<file path="config.mk">
export PLATFORM = sky130hd
export DESIGN_NAME = bfad_top
export DESIGN_NICKNAME = d
export VERILOG_FILES = /design/src/hw/bfad_pkg.sv /design/src/hw/bfad_irq_if.sv /design/src/hw/bfad_irq_ctrl.sv /design/src/hw/bfad_perf_counter.sv /design/src/hw/bfad_top.sv
export VERILOG_INCLUDE_DIRS = /design/src /design/src/hw
export SDC_FILE = /design/constraint.sdc
export NUM_CORES = 1
export LEC_CHECK = 0
export BUFFER_PORTS_ARGS = -buffer_cell sky130_fd_sc_hd__buf_2
export CAP_MARGIN = 15
export CORE_MARGIN = 10
export CORE_UTILIZATION = 46
export CTS_CLUSTER_DIAMETER = 60
export CTS_CLUSTER_SIZE = 14
export DETAILED_ROUTE_END_ITERATION = 10
export PLACE_DENSITY = 0.9
export SLEW_MARGIN = 0
export SYNTH_ARGS = -nofsm -noshare
export SYNTH_HDL_FRONTEND = slang
export SYNTH_SLANG_ARGS = --single-unit
export TNS_END_PERCENT = 100
</file>
<file path="constraint.sdc">
create_clock -name REF_CLK_IN -period 2.2 [get_ports REF_CLK_IN]
set_input_delay 0.22 -clock REF_CLK_IN [delete_from_list [all_inputs] [get_ports REF_CLK_IN]]
set_output_delay 0.22 -clock REF_CLK_IN [all_outputs]
set_load 0.05 [all_outputs]
</file>
<file path="src/hw/bfad_cfg.svh">
`ifndef BFAD_CFG_SVH
`define BFAD_CFG_SVH

// ----------------------------------------
// Register offsets and reset values
// ----------------------------------------
`define BFAD_OFS_PERF_CTR3 8'h20
`define BFAD_OFS_PERF_SEL3 8'h24
`define BFAD_OFS_IRQ_STAT 8'h28
`define BFAD_OFS_IRQ_MASK 8'h2C
`define BFAD_RST_PERF_SEL3 5'h1F
`define BFAD_RST_IRQ_MASK 3'h0
`define BFAD_PERF_SEL_LSB 0
`define BFAD_PERF_SEL_W 5
`define BFAD_PERF_CTR_W 24
`define BFAD_PERF_CODES 5'h14
`define BFAD_IRQ_BITS 3
`define BFAD_IRQ_LINES 26

// ----------------------------------------
// Address map, end addresses exclusive
// ----------------------------------------
`define BFAD_ROM_BASE 32'h0000_0000
`define BFAD_ROM_END 32'h0000_4000
`define BFAD_XIP_BASE 32'h1000_0000
`define BFAD_XIP_NOALLOC_BASE 32'h1100_0000
`define BFAD_XIP_NOCACHE_BASE 32'h1200_0000
`define BFAD_XIP_NCNA_BASE 32'h1300_0000
`define BFAD_XIP_CTRL_BASE 32'h1400_0000
`define BFAD_XIP_SRAM_BASE 32'h1500_0000
`define BFAD_XIP_SRAM_END 32'h1500_4000
`define BFAD_XIP_SSI_BASE 32'h1800_0000
`define BFAD_XIP_WIN 32'h0100_0000
`define BFAD_SRAM_STRIPED_BASE 32'h2000_0000
`define BFAD_SRAM_STRIPED_END 32'h2004_0000
`define BFAD_SRAM4_BASE 32'h2004_0000
`define BFAD_SRAM5_BASE 32'h2004_1000
`define BFAD_SRAM_END 32'h2004_2000
`define BFAD_SRAM0_ALIAS_BASE 32'h2100_0000
`define BFAD_SRAM_ALIAS_STEP 32'h0001_0000
`define BFAD_APB_BASE 32'h4000_0000
`define BFAD_APB_END 32'h4007_0000
`define BFAD_APB_SLOT_LSB 14
`define BFAD_DMA_BASE 32'h5000_0000
`define BFAD_USB_BUF_BASE 32'h5010_0000
`define BFAD_USB_REGS_BASE 32'h5011_0000
`define BFAD_USB_REGS_END 32'h5012_0000
`define BFAD_PIO_FIRST_BASE 32'h5020_0000
`define BFAD_PIO_SECOND_BASE 32'h5030_0000
`define BFAD_XIP_AUX_BASE 32'h5040_0000
`define BFAD_AHB_WIN 32'h0010_0000
`define BFAD_AUX_PORT_BASE 32'hD000_0000
`define BFAD_PPB_BASE 32'hE000_0000
`define BFAD_SEG_WIN 32'h1000_0000

`endif

</file>
<file path="src/hw/bfad_pkg.sv">
package bfad_pkg;

    // Downstream target of one access
    typedef enum logic [4:0] {
        TGT_NONE,
        TGT_ROM,
        TGT_XIP_CACHE,
        TGT_XIP_NOALLOC,
        TGT_XIP_NOCACHE,
        TGT_XIP_NCNA,
        TGT_XIP_CTRL,
        TGT_XIP_SRAM,
        TGT_XIP_SSI,
        TGT_SRAM_STRIPED,
        TGT_SRAM4,
        TGT_SRAM5,
        TGT_SRAM_ALIAS,
        TGT_APB,
        TGT_DMA,
        TGT_USB_BUF,
        TGT_USB_REGS,
        TGT_PIO_FIRST,
        TGT_PIO_SECOND,
        TGT_XIP_AUX,
        TGT_AUX_PORT,
        TGT_PPB
    } bfad_target_t;

    typedef struct packed {
        bfad_target_t target;
        logic [4:0] slot;
    } bfad_route_t;

endpackage

</file>
<file path="src/hw/bfad_irq_if.sv">
`timescale 1ns/1ns
`default_nettype none

interface bfad_irq_if;
    logic [2:0] evt;
    logic wr_stat;
    logic wr_mask;
    logic [2:0] wdata;
    logic [2:0] stat;
    logic [2:0] mask;
    logic irq;

    modport ctrl (input evt, wr_stat, wr_mask, wdata, output stat, mask, irq);
    modport host (output evt, wr_stat, wr_mask, wdata, input stat, mask, irq);
endinterface

`default_nettype wire

</file>
<file path="src/hw/bfad_irq_ctrl.sv">
`timescale 1ns/1ns
`default_nettype none
`include "bfad_cfg.svh"

module bfad_irq_ctrl (
    input wire logic clk_in, // System clock
    input wire logic rst_n_in, // Synchronous reset, active low
    bfad_irq_if.ctrl bus // Events, register writes, status
);
    logic [2:0] stat_ff;
    logic [2:0] mask_ff;
    logic [2:0] nxt_stat;

    // ----------------------------------------
    // Sticky status, write one to clear
    // ----------------------------------------
    always_comb begin
        nxt_stat = stat_ff;
        if (bus.wr_stat) begin
            nxt_stat = nxt_stat & ~bus.wdata;
        end
        // A new event beats a clear in the same cycle
        nxt_stat = nxt_stat | bus.evt;
    end

    always_ff @(posedge clk_in) begin
        if (!rst_n_in) begin
            stat_ff <= 3'h0;
        end else begin
            stat_ff <= nxt_stat;
        end
    end

    always_ff @(posedge clk_in) begin
        if (!rst_n_in) begin
            mask_ff <= `BFAD_RST_IRQ_MASK;
        end else if (bus.wr_mask) begin
            mask_ff <= bus.wdata;
        end
    end

    assign bus.stat = stat_ff;
    assign bus.mask = mask_ff;
    assign bus.irq = |(stat_ff & mask_ff);
endmodule

`default_nettype wire

</file>
<file path="src/hw/bfad_perf_counter.sv">
`timescale 1ns/1ns
`default_nettype none
`include "bfad_cfg.svh"

module bfad_perf_counter (
    input wire logic clk_in, // System clock
    input wire logic rst_n_in, // Synchronous reset, active low
    input wire logic [4:0] sel_in, // Event select code
    input wire logic [9:0] access_in, // Access per downstream port
    input wire logic [9:0] contested_in, // Contested access per port
    input wire logic clear_in, // Clear pulse
    output logic [23:0] count_out, // Saturating count
    output logic sat_out // Pulse when count reaches maximum
);
    logic [23:0] count_ff;
    logic event_hit;
    logic at_max;

    // Codes pair per port: even contested, odd all accesses
    always_comb begin
        event_hit = 1'b0;
        if (sel_in < `BFAD_PERF_CODES) begin
            event_hit = sel_in[0] ? access_in[sel_in[4:1]] : contested_in[sel_in[4:1]];
        end
    end

    assign at_max = &count_ff;

    always_ff @(posedge clk_in) begin
        if (!rst_n_in) begin
            count_ff <= 24'h000000;
        end else if (clear_in) begin
            count_ff <= 24'h000000;
        end else if (event_hit && !at_max) begin
            count_ff <= count_ff + 24'h000001;
        end
    end

    assign count_out = count_ff;
    assign sat_out = event_hit && !clear_in && (count_ff == 24'hFFFFFE);
endmodule

`default_nettype wire

</file>
<file path="src/hw/bfad_top.sv">
// Behaviour
// - Unmapped address access returns a bus error to the requesting master.
// - Five-bit event select, read-write, bits 4:0, reset 0x1F, upper bits zero.
// - Codes pair per port: even contested, odd all; APB first, ROM last.
// - Striped SRAM banks 0-3 occupy 0x20000000 up to 0x20040000.
// - Bank 4 at 0x20040000, bank 5 at 0x20041000, SRAM ends 0x20042000.
// - Non-striped aliases of banks 0-3 from 0x21000000, step 0x10000.
// - Flash window aliases, control, cache-as-SRAM and serial interface bases.
// - USB buffer memory at 0x50100000, USB control registers at 0x50110000.
// - DMA, two programmable IO blocks and flash auxiliary port bases.
// - APB peripherals in 16 KiB slots from 0x40000000.
// - Each processor has its own port and is decoded independently.
// - Core-local IO segment 0xD0000000 goes to the auxiliary port.
// - All 26 interrupt lines and the NMI reach both processors.
// - 24-bit saturating counter of selected event, any write to its offset clears it.
`timescale 1ns/1ns
`default_nettype none
`include "bfad_cfg.svh"

module bfad_top (
    input wire logic REF_CLK_IN, // 100 MHz system clock
    input wire logic RESET_N_IN, // Synchronous reset, active low
    input wire logic [31:0] M0_ADDR_IN, // Core 0 access address
    input wire logic M0_VALID_IN, // Core 0 access request
    input wire logic [31:0] M1_ADDR_IN, // Core 1 access address
    input wire logic M1_VALID_IN, // Core 1 access request
    output logic [4:0] M0_TARGET_OUT, // Core 0 decoded target
    output logic [4:0] M0_SLOT_OUT, // Core 0 APB slot or SRAM alias
    output logic M0_SEL_OUT, // Core 0 decode valid
    output logic M0_ERROR_OUT, // Core 0 bus error
    output logic [4:0] M1_TARGET_OUT, // Core 1 decoded target
    output logic [4:0] M1_SLOT_OUT, // Core 1 APB slot or SRAM alias
    output logic M1_SEL_OUT, // Core 1 decode valid
    output logic M1_ERROR_OUT, // Core 1 bus error
    input wire logic [9:0] PERF_ACCESS_IN, // Access per downstream port
    input wire logic [9:0] PERF_CONTESTED_IN, // Contested access per port
    input wire logic [25:0] IRQ_LINES_IN, // System interrupt lines
    input wire logic NMI_IN, // Non-maskable interrupt
    output logic [25:0] CORE0_IRQ_OUT, // Interrupts to core 0
    output logic [25:0] CORE1_IRQ_OUT, // Interrupts to core 1
    output logic CORE0_NMI_OUT, // NMI to core 0
    output logic CORE1_NMI_OUT, // NMI to core 1
    input wire logic [7:0] REG_ADDR_IN, // Register byte address
    input wire logic [31:0] REG_WDATA_IN, // Register write data
    input wire logic REG_WR_IN, // Register write strobe
    input wire logic REG_RD_IN, // Register read strobe
    output logic [31:0] REG_RDATA_OUT, // Read data, cycle after strobe
    output logic IRQ_OUT // Fabric interrupt, level
);

    // ----------------------------------------
    // Address decode helpers
    // ----------------------------------------
    function automatic logic in_rng(
        input logic [31:0] a,
        input logic [31:0] lo,
        input logic [31:0] hi
    );
        in_rng = (a >= lo) && (a < hi);
    endfunction

    function automatic bfad_pkg::bfad_route_t decode_addr(input logic [31:0] a);
        bfad_pkg::bfad_route_t r;
        r.target = bfad_pkg::TGT_NONE;
        r.slot = 5'h00;
        // Priority chain keeps a single target even if ranges were to overlap
        if (in_rng(a, `BFAD_ROM_BASE, `BFAD_ROM_END)) begin
            r.target = bfad_pkg::TGT_ROM;
        end else if (in_rng(a, `BFAD_XIP_BASE, `BFAD_XIP_NOALLOC_BASE)) begin
            r.target = bfad_pkg::TGT_XIP_CACHE;
        end else if (in_rng(a, `BFAD_XIP_NOALLOC_BASE, `BFAD_XIP_NOCACHE_BASE)) begin
            r.target = bfad_pkg::TGT_XIP_NOALLOC;
        end else if (in_rng(a, `BFAD_XIP_NOCACHE_BASE, `BFAD_XIP_NCNA_BASE)) begin
            r.target = bfad_pkg::TGT_XIP_NOCACHE;
        end else if (in_rng(a, `BFAD_XIP_NCNA_BASE, `BFAD_XIP_CTRL_BASE)) begin
            r.target = bfad_pkg::TGT_XIP_NCNA;
        end else if (in_rng(a, `BFAD_XIP_CTRL_BASE, `BFAD_XIP_SRAM_BASE)) begin
            r.target = bfad_pkg::TGT_XIP_CTRL;
        end else if (in_rng(a, `BFAD_XIP_SRAM_BASE, `BFAD_XIP_SRAM_END)) begin
            r.target = bfad_pkg::TGT_XIP_SRAM;
        end else if (in_rng(a, `BFAD_XIP_SSI_BASE, `BFAD_XIP_SSI_BASE + `BFAD_XIP_WIN)) begin
            r.target = bfad_pkg::TGT_XIP_SSI;
        end else if (in_rng(a, `BFAD_SRAM_STRIPED_BASE, `BFAD_SRAM_STRIPED_END)) begin
            r.target = bfad_pkg::TGT_SRAM_STRIPED;
        end else if (in_rng(a, `BFAD_SRAM4_BASE, `BFAD_SRAM5_BASE)) begin
            r.target = bfad_pkg::TGT_SRAM4;
        end else if (in_rng(a, `BFAD_SRAM5_BASE, `BFAD_SRAM_END)) begin
            r.target = bfad_pkg::TGT_SRAM5;
        end else if (in_rng(a, `BFAD_SRAM0_ALIAS_BASE,
                            `BFAD_SRAM0_ALIAS_BASE + 4 * `BFAD_SRAM_ALIAS_STEP)) begin
            r.target = bfad_pkg::TGT_SRAM_ALIAS;
            r.slot = {3'h0, a[17:16]};
        end else if (in_rng(a, `BFAD_APB_BASE, `BFAD_APB_END)) begin
            r.target = bfad_pkg::TGT_APB;
            r.slot = a[`BFAD_APB_SLOT_LSB +: 5];
        end else if (in_rng(a, `BFAD_DMA_BASE, `BFAD_DMA_BASE + `BFAD_AHB_WIN)) begin
            r.target = bfad_pkg::TGT_DMA;
        end else if (in_rng(a, `BFAD_USB_BUF_BASE, `BFAD_USB_REGS_BASE)) begin
            r.target = bfad_pkg::TGT_USB_BUF;
        end else if (in_rng(a, `BFAD_USB_REGS_BASE, `BFAD_USB_REGS_END)) begin
            r.target = bfad_pkg::TGT_USB_REGS;
        end else if (in_rng(a, `BFAD_PIO_FIRST_BASE, `BFAD_PIO_SECOND_BASE)) begin
            r.target = bfad_pkg::TGT_PIO_FIRST;
        end else if (in_rng(a, `BFAD_PIO_SECOND_BASE, `BFAD_XIP_AUX_BASE)) begin
            r.target = bfad_pkg::TGT_PIO_SECOND;
        end else if (in_rng(a, `BFAD_XIP_AUX_BASE, `BFAD_XIP_AUX_BASE + `BFAD_AHB_WIN)) begin
            r.target = bfad_pkg::TGT_XIP_AUX;
        end else if (a[31:28] == 4'(`BFAD_AUX_PORT_BASE >> 28)) begin
            r.target = bfad_pkg::TGT_AUX_PORT;
        end else if (a[31:28] == 4'(`BFAD_PPB_BASE >> 28)) begin
            r.target = bfad_pkg::TGT_PPB;
        end
        decode_addr = r;
    endfunction

    // ----------------------------------------
    // Per-core decode, registered into data phase
    // ----------------------------------------
    logic [1:0][31:0] m_addr;
    logic [1:0] m_valid;
    bfad_pkg::bfad_route_t route_ff [2];
    logic [1:0] sel_ff;
    logic [1:0] err_ff;

    assign m_addr[0] = M0_ADDR_IN;
    assign m_addr[1] = M1_ADDR_IN;
    assign m_valid[0] = M0_VALID_IN;
    assign m_valid[1] = M1_VALID_IN;

    genvar gi;
    generate
        for (gi = 0; gi < 2; gi++) begin : g_core
            bfad_pkg::bfad_route_t nxt_route;

            assign nxt_route = decode_addr(m_addr[gi]);

            always_ff @(posedge REF_CLK_IN) begin
                if (!RESET_N_IN) begin
                    route_ff[gi] <= '{bfad_pkg::TGT_NONE, 5'h00};
                    sel_ff[gi] <= 1'b0;
                    err_ff[gi] <= 1'b0;
                end else begin
                    route_ff[gi] <= m_valid[gi] ? nxt_route : '{bfad_pkg::TGT_NONE, 5'h00};
                    sel_ff[gi] <= m_valid[gi] && (nxt_route.target != bfad_pkg::TGT_NONE);
                    err_ff[gi] <= m_valid[gi] && (nxt_route.target == bfad_pkg::TGT_NONE);
                end
            end
        end
    endgenerate

    assign M0_TARGET_OUT = route_ff[0].target;
    assign M0_SLOT_OUT = route_ff[0].slot;
    assign M0_SEL_OUT = sel_ff[0];
    assign M0_ERROR_OUT = err_ff[0];
    assign M1_TARGET_OUT = route_ff[1].target;
    assign M1_SLOT_OUT = route_ff[1].slot;
    assign M1_SEL_OUT = sel_ff[1];
    assign M1_ERROR_OUT = err_ff[1];

    // ----------------------------------------
    // Interrupt fan-out to both cores
    // ----------------------------------------
    logic [25:0] irq_lines_ff;
    logic nmi_ff;

    always_ff @(posedge REF_CLK_IN) begin
        if (!RESET_N_IN) begin
            irq_lines_ff <= 26'h0000000;
            nmi_ff <= 1'b0;
        end else begin
            irq_lines_ff <= IRQ_LINES_IN;
            nmi_ff <= NMI_IN;
        end
    end

    assign CORE0_IRQ_OUT = irq_lines_ff;
    assign CORE1_IRQ_OUT = irq_lines_ff;
    assign CORE0_NMI_OUT = nmi_ff;
    assign CORE1_NMI_OUT = nmi_ff;

    // ----------------------------------------
    // Register file
    // ----------------------------------------
    logic [4:0] perf_event_select_three_ff;
    logic [23:0] perf_counter_three;
    logic perf_sat;
    logic [31:0] rdata_ff;
    logic [31:0] nxt_rdata;
    logic hit_ctr;
    logic hit_sel;
    logic hit_stat;
    logic hit_mask;

    assign hit_ctr = REG_ADDR_IN == `BFAD_OFS_PERF_CTR3;
    assign hit_sel = REG_ADDR_IN == `BFAD_OFS_PERF_SEL3;
    assign hit_stat = REG_ADDR_IN == `BFAD_OFS_IRQ_STAT;
    assign hit_mask = REG_ADDR_IN == `BFAD_OFS_IRQ_MASK;

    always_ff @(posedge REF_CLK_IN) begin
        if (!RESET_N_IN) begin
            perf_event_select_three_ff <= `BFAD_RST_PERF_SEL3;
        end else if (REG_WR_IN && hit_sel) begin
            perf_event_select_three_ff <= REG_WDATA_IN[`BFAD_PERF_SEL_LSB +: 5];
        end
    end

    bfad_perf_counter u_perf (
        .clk_in(REF_CLK_IN),
        .rst_n_in(RESET_N_IN),
        .sel_in(perf_event_select_three_ff),
        .access_in(PERF_ACCESS_IN),
        .contested_in(PERF_CONTESTED_IN),
        .clear_in(REG_WR_IN && hit_ctr),
        .count_out(perf_counter_three),
        .sat_out(perf_sat)
    );

    bfad_irq_if irq_bus ();

    assign irq_bus.evt = {perf_sat, M1_VALID_IN && (g_core[1].nxt_route.target == bfad_pkg::TGT_NONE),
                          M0_VALID_IN && (g_core[0].nxt_route.target == bfad_pkg::TGT_NONE)};
    assign irq_bus.wr_stat = REG_WR_IN && hit_stat;
    assign irq_bus.wr_mask = REG_WR_IN && hit_mask;
    assign irq_bus.wdata = REG_WDATA_IN[2:0];

    bfad_irq_ctrl u_irq (
        .clk_in(REF_CLK_IN),
        .rst_n_in(RESET_N_IN),
        .bus(irq_bus)
    );

    assign IRQ_OUT = irq_bus.irq;

    // Read data stands only in the cycle after the strobe
    always_comb begin
        nxt_rdata = 32'h00000000;
        if (REG_RD_IN) begin
            if (hit_ctr) begin
                nxt_rdata = {8'h00, perf_counter_three};
            end else if (hit_sel) begin
                nxt_rdata = {27'h0000000, perf_event_select_three_ff};
            end else if (hit_stat) begin
                nxt_rdata = {29'h00000000, irq_bus.stat};
            end else if (hit_mask) begin
                nxt_rdata = {29'h00000000, irq_bus.mask};
            end
        end
    end

    always_ff @(posedge REF_CLK_IN) begin
        if (!RESET_N_IN) begin
            rdata_ff <= 32'h00000000;
        end else begin
            rdata_ff <= nxt_rdata;
        end
    end

    assign REG_RDATA_OUT = rdata_ff;

endmodule

`default_nettype wire

</file>
==> results.txt <==
The flow ran to the end, and the final reports show no timing, DRC or antenna violations. Logic depth of the worst setup path including buffers: 7. Counting flops with a built-in enable in the synthesized netlist gives 0. For the worst flop-to-flop path, the logic depth is 7. Leading register cell type out of synthesis: sky130_fd_sc_hd__dfxtp_1. The die covers 16310 µm².

Port buffering added 208 buffers. The logs give 0.16 ns for the setup slack on the worst flop-to-flop path and 16.72% for the global-route total usage across every layer. Cell area after synthesis: 5338 µm². The largest single stage delay on the critical path is 0.52 ns.

The run gives 46.95% as the initial standard-cell utilization of the core. For the final number of setup-violating endpoints, the log shows 0. The commonest cells after synthesis are 110 x sky130_fd_sc_hd__dfxtp_1, 55 x sky130_fd_sc_hd__and2_1, 53 x sky130_fd_sc_hd__nor2_1. For this design the static power due to leakage is 3.063 nW.

Summing all multi-input logic gate instances after layout gives 2781 µm². Master of the slowest instance on the critical path: sky130_fd_sc_hd__mux4_2. During synthesis, Yosys emitted a total of 0 warnings. Clock latency on the worst-skew pair, taken at its later pin, is 0.35 ns. The critical path starts at perf_event_select_three_ff[1]$_SDFFE_PN1P_.

The gate family responsible for the most delay along the worst path was multiplexers. The tools report the fraction of power consumed by sequential logic as 47.0%. The highest achievable clock rate was 490.7 MHz. For the count of endpoints failing hold in the final timing report, the log shows 0. Summed over all nets, the switching power comes to 0.001221 W. Of the total power, combinational logic draws 14.1%. After synthesis, flip-flops and latches occupy 41.26% of the total area.

The detailed router placed 4713 vias in this run. The minimum clock period works out to 2.038 ns. Summing all flip-flop and latch instances after layout gives 2206 µm². STA puts the critical path data required time at 2.44 ns. At the end of routability-driven placement, the weighted congestion stood at 0.9441. For the final antenna-violating net count, the log shows 0. The final cycle utilization of the critical path was 92.63%; the number of detailed-routing iterations run before antenna repair was 4.

In this run the tightest slew margin relative to its limit is 61.68%. Number of sinks handled by clock tree synthesis: 110. Number of slew-limit violations in the final report: 0. Clock transition time at the flip-flop clock pins of the worst setup and hold paths: 0.07 ns. The via density per instance works out to 5.248.

The run gives 0.002915 ns as the post-placement setup slack. Across the run, the number of max-cap violations was 0. The overall die height came out at 127.7 µm.

Number of H-tree levels: 3. The per-instance average area after synthesis was 9.583 µm²; the distinct cell type count after synthesis was 73. The tools report the number of global-route vias before repair as 4730.

The critical path capture point is u_perf.count_out[4]$_SDFFE_PP0P_. Dividing the detail-routed wire length by the instance count gives 16.14 µm. The worst setup path is launched from a flop. Net switching is 28.09% of the power. Setup repair after global routing left no endpoint under its margin. Initial antenna violation count: 1.

In this run the power density over the cells is 647.3 nW/µm². The top cell type by area accounts for 41.26% of the synthesized area. The first global-routing pass estimated 22.96 mm of wire.

The tools report the final-stage net count as 908. In the synthesized netlist the async set-or-reset flop fraction comes to 0%. The post-synthesis cell type with the largest combined area is sky130_fd_sc_hd__dfxtp_1.

Across the VDD grid, the largest voltage drop is 0.0005040 V. Row generation in the floorplan step produced 39 rows. In the routed design, unresolved DRC markers number 0. The die is 127.7 µm wide.

Synthesis produced 557 cells. The area growth from synthesis to layout is 25.79%. Minimum setup slack in the final design: 0.1622 ns.

The top-level port count was 268; the number of synthesized register bits was 110. The clock passes through at most 2 buffers. STA classifies the critical path endpoint as a flop. The run gives 38.9% as the relative contribution of the clock network to total power. The critical path is of the reg2reg type.

After synthesis, the cell types taking the most area are sky130_fd_sc_hd__dfxtp_1 41%, sky130_fd_sc_hd__and2_1 6.4%, sky130_fd_sc_hd__buf_4 5.1%, sky130_fd_sc_hd__nor2_1 3.7%, sky130_fd_sc_hd__mux4_2 3.4%. The tools report the total clock buffers created by CTS as 9. Between clock sinks in the finished design, the worst skew comes to 0.01024 ns.

The fraction of final layout cells sized beyond drive strength 1 came out at 37.27%. The worst-margin pin slew is 0.5604 ns, and the post-detailed-routing wire length is 14.50 mm. Along the worst path, the maximum fanout reaches 6. The buffers plus inverters on the worst setup path was 1; the total half-perimeter wirelength after legalization and detailed placement was 11.64 mm. The root buffer cell was sky130_fd_sc_hd__clkbuf_16. In this run the most critical hold path is launched from IRQ_LINES_IN[16]. Summed over all failing endpoints, the final setup total negative slack is 0 ns. Entering global routing, the biggest net connects 24 pins. Walking the worst path, the cells encountered are mux4_2 > a32oi_2 > o311ai_4 > buf_4 > nand3_1 > xor2_1 > nor2_1.

The logs give 11370 µm² for the core footprint and 996 for the fill cell total of the finished layout. For the number of DRC markers in iteration 0, the log shows 368. The most common cell in the synthesized netlist is sky130_fd_sc_hd__dfxtp_1. The worst register-to-register path ends at u_perf.count_out[4]$_SDFFE_PP0P_. The startpoint identified for the worst register-to-register timing path is perf_event_select_three_ff[1]$_SDFFE_PN1P_. Global routing finished with a remaining overflow of 0. TritonCTS built the clock tree.

At the worst endpoint, the arrival time is 2.28 ns. Internal cell power: 0.003125 W. The classification of the worst-slack hold path is in2reg.
-- per-layer routing --
layer / wire (µm) / vias up / GRT usage (%)
met5: 0 / - / 0
met1: 6030 / 2205 / 19.36
met3: 906 / 13 / 4.673
met2: 7337 / 144 / 29.10
met4: 222 / 0 / 5.298
li1: - / 2351 / -
-- cell usage in the layout, fill, tap and decap left out, drive strengths merged, types with 6 or more instances in the layout --
| cell | n |
|---|---|
| buf | 227 |
| dfxtp | 110 |
| and2 | 57 |
| nor2 | 53 |
| nand2 | 28 |
| nand3 | 24 |
| xor2 | 20 |
| nor4 | 17 |
| nor2b | 15 |
| nor3 | 15 |
| and3 | 14 |
| nand4 | 14 |
| a21oi | 12 |
| mux2i | 12 |
| clkbuf | 9 |
| inv | 9 |
| mux4 | 8 |
| conb | 8 |
| nor4b | 7 |
| a31oi | 7 |
| or4b | 6 |
-- final cells by class --
type / instances / share of cell area (%)
Clock buffer: 9 / 3.354
Sequential cell: 110 / 32.86
Timing Repair Buffer: 227 / 18.00
Clock inverter: 7 / 1.323
Tap cell: 143 / 2.665
Inverter: 6 / 0.3354
Antenna cell: 1 / 0.03727
Multi-Input combinational cell: 395 / 41.43
-- power groups by stage --
| stage | clock [W] | combinational, W | sequential (W) |
|---|---|---|---|
| 3_5_place_dp | 0 | 0.000616 | 0.00209 |
| 6_report | 0.00169 | 0.000615 | 0.00204 |
| 4_1_cts | 0.00172 | 0.000617 | 0.00204 |
| 2_1_floorplan | 0 | 0.000323 | 0.00220 |
| 5_1_grt | 0.00181 | 0.000655 | 0.00205 |
| 3_3_place_gp | 0 | 0.000610 | 0.00209 |
-- state kept, by name, indices dropped and copies added (netlist names) --
name	count
CORE0_IRQ_OUT	26
REG_RDATA_OUT	24
u_perf.count_out	24
route_ff	20
perf_event_select_three_ff	5
u_irq.bus.mask	3
u_irq.bus.stat	3
CORE0_NMI_OUT	1
M0_ERROR_OUT	1
M0_SEL_OUT	1
M1_ERROR_OUT	1
M1_SEL_OUT	1
-- through the flow --
step	total power (W)	utilization [%]	area, µm²	cells	hold WS, ns
after floorplan	0.002528	-	5364	564	0.3417
after global placement	0.002699	56.23	6394	881	0.4250
after detailed placement	0.002707	56.23	6394	881	0.4282
after CTS	0.004387	59.01	6709	897	0.06435
after global routing	0.004513	59.05	6714	898	0.06884
final	0.004346	59.05	6714	898	0.07113
-- cells by family (layout without fill, tap and decap cells) --
| kind of cell | count (synthesis) | after routing | synth area share (%) |
|---|---|---|---|
| AND/OR/NAND/NOR | 283 | 283 | 32.79 |
| flip-flops | 110 | 110 | 41.26 |
| AO/OA/AOI/OAI | 60 | 60 | 9.049 |
| buffers and inverters | 59 | 249 | 7.126 |
| XOR/XNOR | 22 | 22 | 3.610 |
| multiplexers | 20 | 20 | 5.626 |
| adder cells (fa/ha/maj) | 2 | 2 | 0.4687 |
| other | 1 | 9 | 0.07026 |
-- worst register-to-register path, delay by kind of cell, from the launching register on --
kind / cells / cell delay [ns]
AO/OA/AOI/OAI: 2 / 0.46
XOR/XNOR: 1 / 0.17
buffers and inverters: 1 / 0.21
flip-flops: 1 / 0.41
multiplexers: 1 / 0.52
AND/OR/NAND/NOR: 2 / 0.17
-- repair_timing --
action | in CTS | in global routing
resized for setup | 1 | 1
setup buffers | 0 | 0
hold buffers | 0 | 0
setup endpoints to repair | 3 | 1
-- how the worst min path moves through the flow --
| stage | end | slack [ns] | depth (start not counted) |
|---|---|---|---|
| after global placement | CORE0_IRQ_OUT[19]$_SDFF_PN0_ | 0.42 | 2 |
| after floorplan | route_ff[0][2]$_SDFF_PP0_ | 0.34 | 1 |
| after CTS | CORE0_IRQ_OUT[25]$_SDFF_PN0_ | 0.06 | 2 |
| after global routing | CORE0_IRQ_OUT[11]$_SDFF_PN0_ | 0.07 | 2 |
| after detailed placement | CORE0_IRQ_OUT[0]$_SDFF_PN0_ | 0.43 | 2 |
| final | CORE0_IRQ_OUT[16]$_SDFF_PN0_ | 0.07 | 2 |
No activity file was read; power rests on OpenSTA's default activity.
